**src/verilog/srp_pkg.sv**
```systemverilog
// srp_pkg: constants shared by the serial register port.
// assumes a single 40 MHz core clock; the link signals are
// oversampled by that clock.
package srp_pkg;
  // core clock and sampled link timing
  localparam int CLK_PERIOD_NS = 25;
  localparam int LINK_PERIOD_NS = 200;
  localparam int LINK_HALF_CYC = (LINK_PERIOD_NS / 2) / CLK_PERIOD_NS;
  // address and data layout
  localparam int ADDR_W = 12;
  localparam int DATA_W = 8;
  localparam int SHORT_ADDR_W = 7;
  localparam int LONG_HI_W = 4;
  localparam logic [2:0] LONG_PREFIX = 3'h7;
  localparam int DIR_BIT = 7;
  localparam logic [2:0] LAST_BIT = 3'h7;
  // status word, cell 0 is sent first
  localparam int STAT_W = 16;
  localparam int CNT_W = 16;
  // write buffer
  localparam int BUF_DEPTH = 2;
  localparam int BUF_W = ADDR_W + DATA_W;
  localparam logic [1:0] BUF_FULL_CNT = 2'h2;
  // values after reset
  localparam logic [ADDR_W-1:0] ADDR_RST = 12'h000;
  localparam logic [STAT_W-1:0] TX_RST = 16'h0000;
  localparam logic [DATA_W-1:0] BYTE_RST = 8'h00;
  typedef enum logic [1:0] {
    SRP_ADDR0,
    SRP_ADDR1,
    SRP_DATA
  } srp_phase_e;
endpackage : srp_pkg

```
**src/verilog/srp_port.sv**
```systemverilog
// srp_port: four-wire serial slave that gives a host access to the
// register file and shifts out a status word during the address phase.
// assumes: register file and status sources run on mclk; the serial
// clock half period spans at least three mclk cycles.
//
// Overview of operation
// - the port stays usable in every power mode; only a low ce freezes it.
// - a low chip select opens an access and MOSI becomes a register access.
// - an access is one or two address bytes, the first with a direction bit, then data bytes.
// - direction bit zero reads and one writes.
// - reads drive register data on MISO, writes take data from MOSI.
// - addresses below 0x70 may use the single-byte short address form.
// - the address counter steps by one after each data byte.
// - a burst runs on for as many bytes as the host clocks.
// - bursts auto-increment in the long address form as well.
// - the status word goes out on MISO while the address is shifted in.
// - cell 0 reads one, or zero while power is not yet ready.
// - cells 1 to 7 give lock, over, under, free, count, full, empty.
// - free and count threshold bits use a strict greater-than.
// - long form cells 8 to 14 give power and event flags, cell 15 internal.
// - leaving deepest sleep, MISO stays low until ready then rises.
`timescale 1ns/10ps
module srp_port
  import srp_pkg::*;
(
  input wire logic mclk,
  input wire logic sys_rst,
  input wire logic ce,
  input wire logic spi_sclk,
  input wire logic spi_mosi,
  input wire logic spi_cs_n,
  output logic spi_miso,
  output logic spi_miso_oe_n,
  input wire logic power_ready,
  input wire logic pll_lock,
  input wire logic fifo_over,
  input wire logic fifo_under,
  input wire logic [CNT_W-1:0] fifo_free_space,
  input wire logic [CNT_W-1:0] fifo_fill_count,
  input wire logic [CNT_W-1:0] fifo_threshold_level,
  input wire logic fifo_full,
  input wire logic fifo_empty,
  input wire logic power_good_flag,
  input wire logic pwr_irq_pending,
  input wire logic radio_event_pending,
  input wire logic xtal_running,
  input wire logic wakeup_irq_pending,
  input wire logic low_power_oscillator_irq,
  input wire logic auxiliary_adc_irq,
  output logic rd_req,
  output logic [ADDR_W-1:0] reg_raddr,
  input wire logic [DATA_W-1:0] reg_rdata,
  output logic wr_valid,
  input wire logic wr_ready,
  output logic [ADDR_W-1:0] wr_addr,
  output logic [DATA_W-1:0] wr_data,
  output logic wr_overrun,
  input wire logic wr_overrun_clr,
  output logic access_busy
);

  // link synchronisers: stage 1 feeds stage 2 only
  logic sck_s1_r, sck_s2_r, sck_s3_r;
  logic mosi_s1_r, mosi_s2_r;
  logic cs_s1_r, cs_s2_r, cs_s3_r;

  always_ff @(posedge mclk) begin
    if (sys_rst) begin
      sck_s1_r <= 1'b0;
      sck_s2_r <= 1'b0;
      sck_s3_r <= 1'b0;
      mosi_s1_r <= 1'b0;
      mosi_s2_r <= 1'b0;
      cs_s1_r <= 1'b1;
      cs_s2_r <= 1'b1;
      cs_s3_r <= 1'b1;
    end else if (ce) begin
      sck_s1_r <= spi_sclk;
      sck_s2_r <= sck_s1_r;
      sck_s3_r <= sck_s2_r;
      mosi_s1_r <= spi_mosi;
      mosi_s2_r <= mosi_s1_r;
      cs_s1_r <= spi_cs_n;
      cs_s2_r <= cs_s1_r;
      cs_s3_r <= cs_s2_r;
    end
  end

  logic cs_act, cs_fall, sck_rise, sck_fall;
  assign cs_act = ~cs_s2_r;
  assign cs_fall = ~cs_s2_r & cs_s3_r;
  assign sck_rise = cs_act & sck_s2_r & ~sck_s3_r;
  assign sck_fall = cs_act & ~sck_s2_r & sck_s3_r;

  // bit assembly
  logic [2:0] bit_cnt_r;
  logic [DATA_W-1:0] sh_in_r;
  logic [DATA_W-1:0] in_byte;
  logic byte_done;
  logic started_r;
  assign in_byte = {sh_in_r[DATA_W-2:0], mosi_s2_r};
  assign byte_done = sck_rise & (bit_cnt_r == LAST_BIT);

  always_ff @(posedge mclk) begin
    if (sys_rst) begin
      bit_cnt_r <= 3'h0;
      sh_in_r <= BYTE_RST;
      started_r <= 1'b0;
    end else if (ce) begin
      if (!cs_act) begin
        bit_cnt_r <= 3'h0;
        sh_in_r <= BYTE_RST;
        started_r <= 1'b0;
      end else if (sck_rise) begin
        bit_cnt_r <= bit_cnt_r + 3'h1;
        sh_in_r <= in_byte;
        started_r <= 1'b1;
      end
    end
  end

  // access phase and address counter
  srp_phase_e phase_r;
  logic [ADDR_W-1:0] addr_r;
  logic wr_mode_r;
  logic long_hdr;
  assign long_hdr = (in_byte[6:4] == LONG_PREFIX);

  always_ff @(posedge mclk) begin
    if (sys_rst) begin
      phase_r <= SRP_ADDR0;
    end else if (ce) begin
      if (!cs_act) begin
        phase_r <= SRP_ADDR0;
      end else if (byte_done) begin
        unique case (phase_r)
          SRP_ADDR0: phase_r <= long_hdr ? SRP_ADDR1 : SRP_DATA;
          SRP_ADDR1: phase_r <= SRP_DATA;
          SRP_DATA: phase_r <= SRP_DATA;
        endcase
      end
    end
  end

  always_ff @(posedge mclk) begin
    if (sys_rst) begin
      addr_r <= ADDR_RST;
      wr_mode_r <= 1'b0;
    end else if (ce && byte_done) begin
      unique case (phase_r)
        SRP_ADDR0: begin
          wr_mode_r <= in_byte[DIR_BIT];
          if (long_hdr) begin
            addr_r <= {in_byte[LONG_HI_W-1:0], BYTE_RST};
          end else begin
            addr_r <= {5'h00, in_byte[SHORT_ADDR_W-1:0]};
          end
        end
        SRP_ADDR1: addr_r <= {addr_r[ADDR_W-1:DATA_W], in_byte};
        SRP_DATA: addr_r <= addr_r + 12'h001;
      endcase
    end
  end

  // read fetch: the register file answers in the cycle of rd_req
  logic rd_req_r, load_pend_r;
  logic [DATA_W-1:0] rd_byte_r;
  logic fetch;
  always_comb begin
    fetch = 1'b0;
    if (byte_done) begin
      unique case (phase_r)
        SRP_ADDR0: fetch = ~in_byte[DIR_BIT] & ~long_hdr;
        SRP_ADDR1: fetch = ~wr_mode_r;
        SRP_DATA: fetch = ~wr_mode_r;
      endcase
    end
  end

  always_ff @(posedge mclk) begin
    if (sys_rst) begin
      rd_req_r <= 1'b0;
      rd_byte_r <= BYTE_RST;
      load_pend_r <= 1'b0;
    end else if (ce) begin
      rd_req_r <= fetch & cs_act;
      if (!cs_act) begin
        load_pend_r <= 1'b0;
      end else if (rd_req_r) begin
        rd_byte_r <= reg_rdata;
        load_pend_r <= 1'b1;
      end else if (sck_fall) begin
        load_pend_r <= 1'b0;
      end
    end
  end
  assign rd_req = rd_req_r;
  assign reg_raddr = addr_r;

  // status snapshot, cell 0 in the top bit so it leaves first
  logic [STAT_W-1:0] stat_word;
  logic thr_free, thr_count;
  assign thr_free = fifo_free_space > fifo_threshold_level;
  assign thr_count = fifo_fill_count > fifo_threshold_level;
  assign stat_word = {power_ready, pll_lock, fifo_over, fifo_under,
                      thr_free, thr_count, fifo_full, fifo_empty,
                      power_good_flag, pwr_irq_pending, radio_event_pending,
                      xtal_running, wakeup_irq_pending, low_power_oscillator_irq,
                      auxiliary_adc_irq, 1'b0};

  // MISO shifter; the status is taken at select, then cell 0 follows power_ready until the first clock
  logic [STAT_W-1:0] tx_r;
  always_ff @(posedge mclk) begin
    if (sys_rst) begin
      tx_r <= TX_RST;
    end else if (ce) begin
      if (cs_fall) begin
        tx_r <= stat_word;
      end else if (sck_fall) begin
        if (load_pend_r) begin
          tx_r <= {rd_byte_r, BYTE_RST};
        end else begin
          tx_r <= {tx_r[STAT_W-2:0], 1'b0};
        end
      end else if (cs_act && !started_r) begin
        // host polls here after deepest sleep, no clock running yet
        tx_r[STAT_W-1] <= power_ready;
      end
    end
  end
  assign spi_miso = tx_r[STAT_W-1];
  assign spi_miso_oe_n = cs_s2_r;
  assign access_busy = cs_act;

  // two-entry write buffer; a full buffer drops the word and flags it
  logic push, buf_in_ready, pop;
  logic [BUF_W-1:0] buf_mem_r [BUF_DEPTH];
  logic wp_r, rp_r;
  logic [1:0] buf_cnt_r;
  logic overrun_r;
  assign push = byte_done & cs_act & (phase_r == SRP_DATA) & wr_mode_r;
  assign buf_in_ready = (buf_cnt_r != BUF_FULL_CNT);
  assign pop = wr_valid & wr_ready;
  // no offer while frozen, or the sink would take a word that is never popped
  assign wr_valid = ce & (buf_cnt_r != 2'h0);

  always_ff @(posedge mclk) begin
    if (sys_rst) begin
      wp_r <= 1'b0;
      rp_r <= 1'b0;
      buf_cnt_r <= 2'h0;
    end else if (ce) begin
      if (push && buf_in_ready) begin
        buf_mem_r[wp_r] <= {addr_r, in_byte};
        wp_r <= ~wp_r;
      end
      if (pop) begin
        rp_r <= ~rp_r;
      end
      buf_cnt_r <= buf_cnt_r + {1'b0, push & buf_in_ready} - {1'b0, pop};
    end
  end
  assign wr_addr = buf_mem_r[rp_r][BUF_W-1:DATA_W];
  assign wr_data = buf_mem_r[rp_r][DATA_W-1:0];

  // set wins over clear
  always_ff @(posedge mclk) begin
    if (sys_rst) begin
      overrun_r <= 1'b0;
    end else if (ce) begin
      if (push && !buf_in_ready) begin
        overrun_r <= 1'b1;
      end else if (wr_overrun_clr) begin
        overrun_r <= 1'b0;
      end
    end
  end
  assign wr_overrun = overrun_r;

  // checks
  a_idle_no_drive: assert property (@(posedge mclk) disable iff (sys_rst)
    !cs_act |-> spi_miso_oe_n) else $error("miso driven while deselected");
  a_dir_decode: assert property (@(posedge mclk) disable iff (sys_rst)
    ce && byte_done && phase_r == SRP_ADDR0 |=> wr_mode_r == $past(in_byte[DIR_BIT]))
    else $error("direction bit misdecoded");
  a_short_addr: assert property (@(posedge mclk) disable iff (sys_rst)
    ce && cs_act && byte_done && phase_r == SRP_ADDR0 && !long_hdr
    |=> phase_r == SRP_DATA && addr_r[ADDR_W-1:SHORT_ADDR_W] == 5'h00)
    else $error("short address not taken");
  a_long_addr: assert property (@(posedge mclk) disable iff (sys_rst)
    ce && cs_act && byte_done && phase_r == SRP_ADDR0 && long_hdr
    |=> phase_r == SRP_ADDR1) else $error("long address form missed");
  a_addr_step: assert property (@(posedge mclk) disable iff (sys_rst)
    ce && byte_done && phase_r == SRP_DATA |=> addr_r == $past(addr_r) + 12'h001)
    else $error("address did not step");
  a_burst_stays: assert property (@(posedge mclk) disable iff (sys_rst)
    ce && cs_act && phase_r == SRP_DATA ##1 cs_act |-> phase_r == SRP_DATA)
    else $error("burst left data phase");
  a_read_fetch: assert property (@(posedge mclk) disable iff (sys_rst)
    ce && cs_act && byte_done && phase_r == SRP_DATA && !wr_mode_r
    |=> rd_req ##1 load_pend_r) else $error("read data not fetched");
  a_write_push: assert property (@(posedge mclk) disable iff (sys_rst)
    ce && push && buf_in_ready |=> wr_valid) else $error("write word lost");
  a_cs_abort: assert property (@(posedge mclk) disable iff (sys_rst)
    ce && !cs_act |=> bit_cnt_r == 3'h0 && phase_r == SRP_ADDR0)
    else $error("access not ended by deselect");
  a_status_cells: assert property (@(posedge mclk) disable iff (sys_rst)
    ce && cs_fall |=> tx_r[14] == $past(pll_lock) && tx_r[8] == $past(fifo_empty))
    else $error("status cells out of order");
  a_count_thresh: assert property (@(posedge mclk) disable iff (sys_rst)
    ce && cs_fall |=> tx_r[10] == ($past(fifo_fill_count) > $past(fifo_threshold_level)))
    else $error("count threshold wrong");
  a_power_poll: assert property (@(posedge mclk) disable iff (sys_rst)
    ce && cs_act && !cs_fall && !started_r && !sck_fall ##1 ce && cs_act
    |-> spi_miso == $past(power_ready)) else $error("miso does not follow ready");
  a_sample_rise: assert property (@(posedge mclk) disable iff (sys_rst)
    ce && sck_rise |=> bit_cnt_r == $past(bit_cnt_r) + 3'h1)
    else $error("bit not counted on rising edge");
  a_buf_bound: assert property (@(posedge mclk) disable iff (sys_rst)
    buf_cnt_r <= BUF_FULL_CNT) else $error("write buffer overfilled");

endmodule : srp_port

```
**config.mk**
```make
export PLATFORM = sky130hd
export DESIGN_NAME = srp_port
export DESIGN_NICKNAME = d
export VERILOG_FILES = /design/src/verilog/srp_pkg.sv /design/src/verilog/srp_port.sv
export SDC_FILE = /design/constraint.sdc
export NUM_CORES = 1
export LEC_CHECK = 0
export BUFFER_PORTS_ARGS = -buffer_cell sky130_fd_sc_hd__buf_4
export CORE_ASPECT_RATIO = 0.75
export CORE_MARGIN = 8
export CORE_UTILIZATION = 59
export CTS_CLUSTER_SIZE = 8
export DETAILED_ROUTE_END_ITERATION = 7
export PLACE_DENSITY = 0.86
export SYNTH_ARGS = -nofsm -noshare
export SYNTH_HDL_FRONTEND = slang
export SYNTH_SLANG_ARGS = --single-unit
export TNS_END_PERCENT = 5
```
**constraint.sdc**
```tcl
create_clock -name mclk -period 8.1 [get_ports mclk]
set_clock_uncertainty 0.1 [all_clocks]
set_input_delay 1.62 -clock mclk [delete_from_list [all_inputs] [get_ports mclk]]
set_output_delay 1.62 -clock mclk [all_outputs]
set_load 0.02 [all_outputs]
```
==> impl_metrics.toml <==
[place]
place_ws_ps = 4190
dp_hpwl_um = 9400
port-buffer-count = 114
gp_congestion = 0.845
place_inst = 729
dpl-instance-area_sq_um = 6170

[routing]
post-route-drc-count = 0
drt-total-wl_um = 13200
antenna_left = 0
drt_iter0_markers = 367
wire_per_inst_um = 17.7
dr.pass1.iters = 5
viasPerCell = 5.93
dr_total_vias = 4420

[die]
io_pins = 115
fp.dieW_um = 125
core_area_sq_um = 8560
dieArea_sq_um = 12200
num_rows = 29
die_h_um = 97.7
initial_core_util_pct = 61.3

[setup_path]
path_cells = "buf_4 -> o21a_1 -> buf_4"
end_kind = "primary output"
critPathMaxStageDelay_ps = 260
critPathTopFamily = "buffers and inverters"
crit_type = "in2out"
setup.worst_path.start_class = "primary input"
arrival_ps = 2200
cp_num_buf_inv = 2
cp.required_ps = 6380
slowest_stage = "buf_4"
path_max_fanout = 24
path_common_cell = "buf_4"

[global_route]
grt_pass1_vias = 4486
grt_overflow = 0
grt_antenna_before_repair = 0
track_usage_pct = 20.9
grt_max_degree = 64
grt_pass1_wl_um = 21200

[final_layout]
area_growth_pct = 23.3
layout-drive-gt1-share_pct = 25.1
final_common_cell = "buf_4"
fin_area_sq_um = 6470
nets = 749
final_cell_mix = "buf_4 (117), dfxtp_1 (65), nor2_1 (51), nand2_1 (49)"
diodes = 0
fin_cells = 745

[sta]
setup_viol = 0
finalHoldViolations = 0
fmax_mhz = 255
worst_slew_pin_slew_ps = 1080
drv_slew = 0
post-route-period-util_pct = 48.4
rsz0062_at_grt = "no"
fin_crit_ps = 3920
setup_tns_ps = 0
maxSlewHeadroom_pct = 28.0
layout_setup_ws_ps = 4180

[cts]
cts.clk_slew.worst_paths_ps = 70
cts.sink_count = 105
cts_hold_buf = 0
insertion_delay_ps = 350
htreeDepth = 3
cts_buffers = 9
clockRootBuffer = "clkbuf_16"
post_cts.repair.setup_buffers = 0
clockBufferDepth = 2
cts_resized = 0
cts_tree = "yes"

[power_and_ir_drop]
power_density_nw_per_um2 = 167
vdd_ir_drop_max_v = 0.000109
power_mw = 1.08
leakagePower_nw = 2.71

[synth]
synth_edf_count = 40
synth_area_sq_um = 5250
synth_cells = 528
synth_cell_types = 54
async_reset_ff_share_pct = 0
syn_avg_cell_area_sq_um = 9.95
yosysWarningCount = 0
yosysSeqAreaShare_pct = 47.7
ys_ff_latch = 105
synth_top_flop_cell = "dfxtp_1"
syn_nets = 645

[run]
drv_cap = 0

[status]
status = "completed"

[worst_hold_path]
hp-class = "reg2reg"
## worst register-to-register path: cells and delay by family (launching register included)
kind	cells	cell delay [ps]
AO/OA/AOI/OAI	2	460
AND/OR/NAND/NOR	3	1290
flip-flops	1	410
## area by class of cell
cell class | instances | area (sq um)
Multi-Input combinational cell | 370 | 2550
Sequential cell | 105 | 2500
Fill cell | 558 | 2090
Timing Repair Buffer | 117 | 878
Clock buffer | 10 | 229
Tap cell | 108 | 135
Inverter | 29 | 109
Clock inverter | 6 | 72.6
## power by group
part	internal [mW]	switching [mW]	total [mW]	leakage, nW
clock network	0.244	0.195	0.438	0.144
registers	0.548	0.00384	0.552	0.955
logic	0.0464	0.0470	0.0934	1.61
## state kept, by name, indices dropped and copies added, names as in the netlist, named ones only
register       count
rd_byte_r          8
sck_s2_r           1
sck_s1_r           1
reg_raddr         12
phase_r            2
wp_r               1
buf_cnt_r          2
wr_overrun         1
bit_cnt_r          3
mosi_s2_r          1
cs_s3_r            1
rp_r               1
spi_miso_oe_n      1
load_pend_r        1
buf_mem_r         40
mosi_s1_r          1
cs_s1_r            1
tx_r              15
started_r          1
sh_in_r            7
sck_s3_r           1
rd_req             1
wr_mode_r          1
## final timing paths
kind / startpoint / end / slack (ps) / cells past startpoint
max reg2reg: spi_miso_oe_n$_SDFFE_PP1P_ / reg_raddr[9]$_SDFFE_PP0P_ / 5730 / 5
max: ce / wr_valid / 4180 / 3
min: tx_r[1]$_SDFFE_PP0P_ / tx_r[1]$_SDFFE_PP0P_ / 360 / 2
min reg2reg: tx_r[1]$_SDFFE_PP0P_ / tx_r[1]$_SDFFE_PP0P_ / 360 / 2
## logic make-up after synthesis
| group | after synthesis | share of synthesized area, % |
|---|---|---|
| and+or+nand+nor | 172 | 16.0 |
| xor gates and xnor gates | 9 | 1.50 |
| DFF | 105 | 47.7 |
| buffers and inverters | 53 | 4.05 |
| AOI/OAI and AO/OA | 111 | 13.6 |
| muxes | 38 | 7.72 |
| adders and majority gates | 40 | 9.53 |
## per-stage QoR
step,hold WS [ps],util [%]
after global placement,335,72.1
after CTS,354,75.6
after floorplan,327,-
after detailed placement,344,72.1
after global routing,378,75.6
final,358,75.6
## per-layer routing
layer | track usage (%) | wire [um] | vias to the layer above
li1 | - | - | 2128
met1 | 25.1 | 5620 | 2075
met2 | 35.0 | 6360 | 187
met3 | 6.47 | 913 | 30
met4 | 7.09 | 261 | 0
met5 | 0 | 0 | -
## cells in the mapped netlist, types with 2 or more instances
| library cell | number | area, sq um |
|---|---|---|
| ha_1 | 40 | 500 |
| dfxtp_1 | 65 | 1300 |
| buf_1 | 2 | 7.51 |
| o211ai_1 | 9 | 67.6 |
| nor3b_1 | 7 | 52.6 |
| o21ai_0 | 19 | 95.1 |
| a22oi_1 | 14 | 105 |
| edfxtp_1 | 40 | 1200 |
| nor2b_1 | 8 | 50.1 |
| xnor2_1 | 5 | 43.8 |
| a211oi_1 | 13 | 97.6 |
| xor2_1 | 4 | 35.0 |
| nand2_1 | 49 | 184 |
| mux2i_1 | 18 | 180 |
| or3_1 | 2 | 12.5 |
| inv_1 | 29 | 109 |
| nand4_1 | 6 | 37.5 |
| o221a_1 | 2 | 22.5 |
| a311oi_1 | 3 | 26.3 |
| a21o_1 | 2 | 15.0 |
| clkbuf_1 | 13 | 48.8 |
| a31oi_1 | 4 | 25.0 |
| nand3_1 | 21 | 105 |
| mux2_2 | 20 | 225 |
| and2_1 | 3 | 18.8 |
| buf_2 | 7 | 35.0 |
| nor3_1 | 9 | 45.0 |
| a21oi_1 | 36 | 180 |
| nand2b_1 | 2 | 12.5 |
| and3_1 | 2 | 12.5 |
| nor2_1 | 51 | 191 |
(Power assumes the default switching activity.)
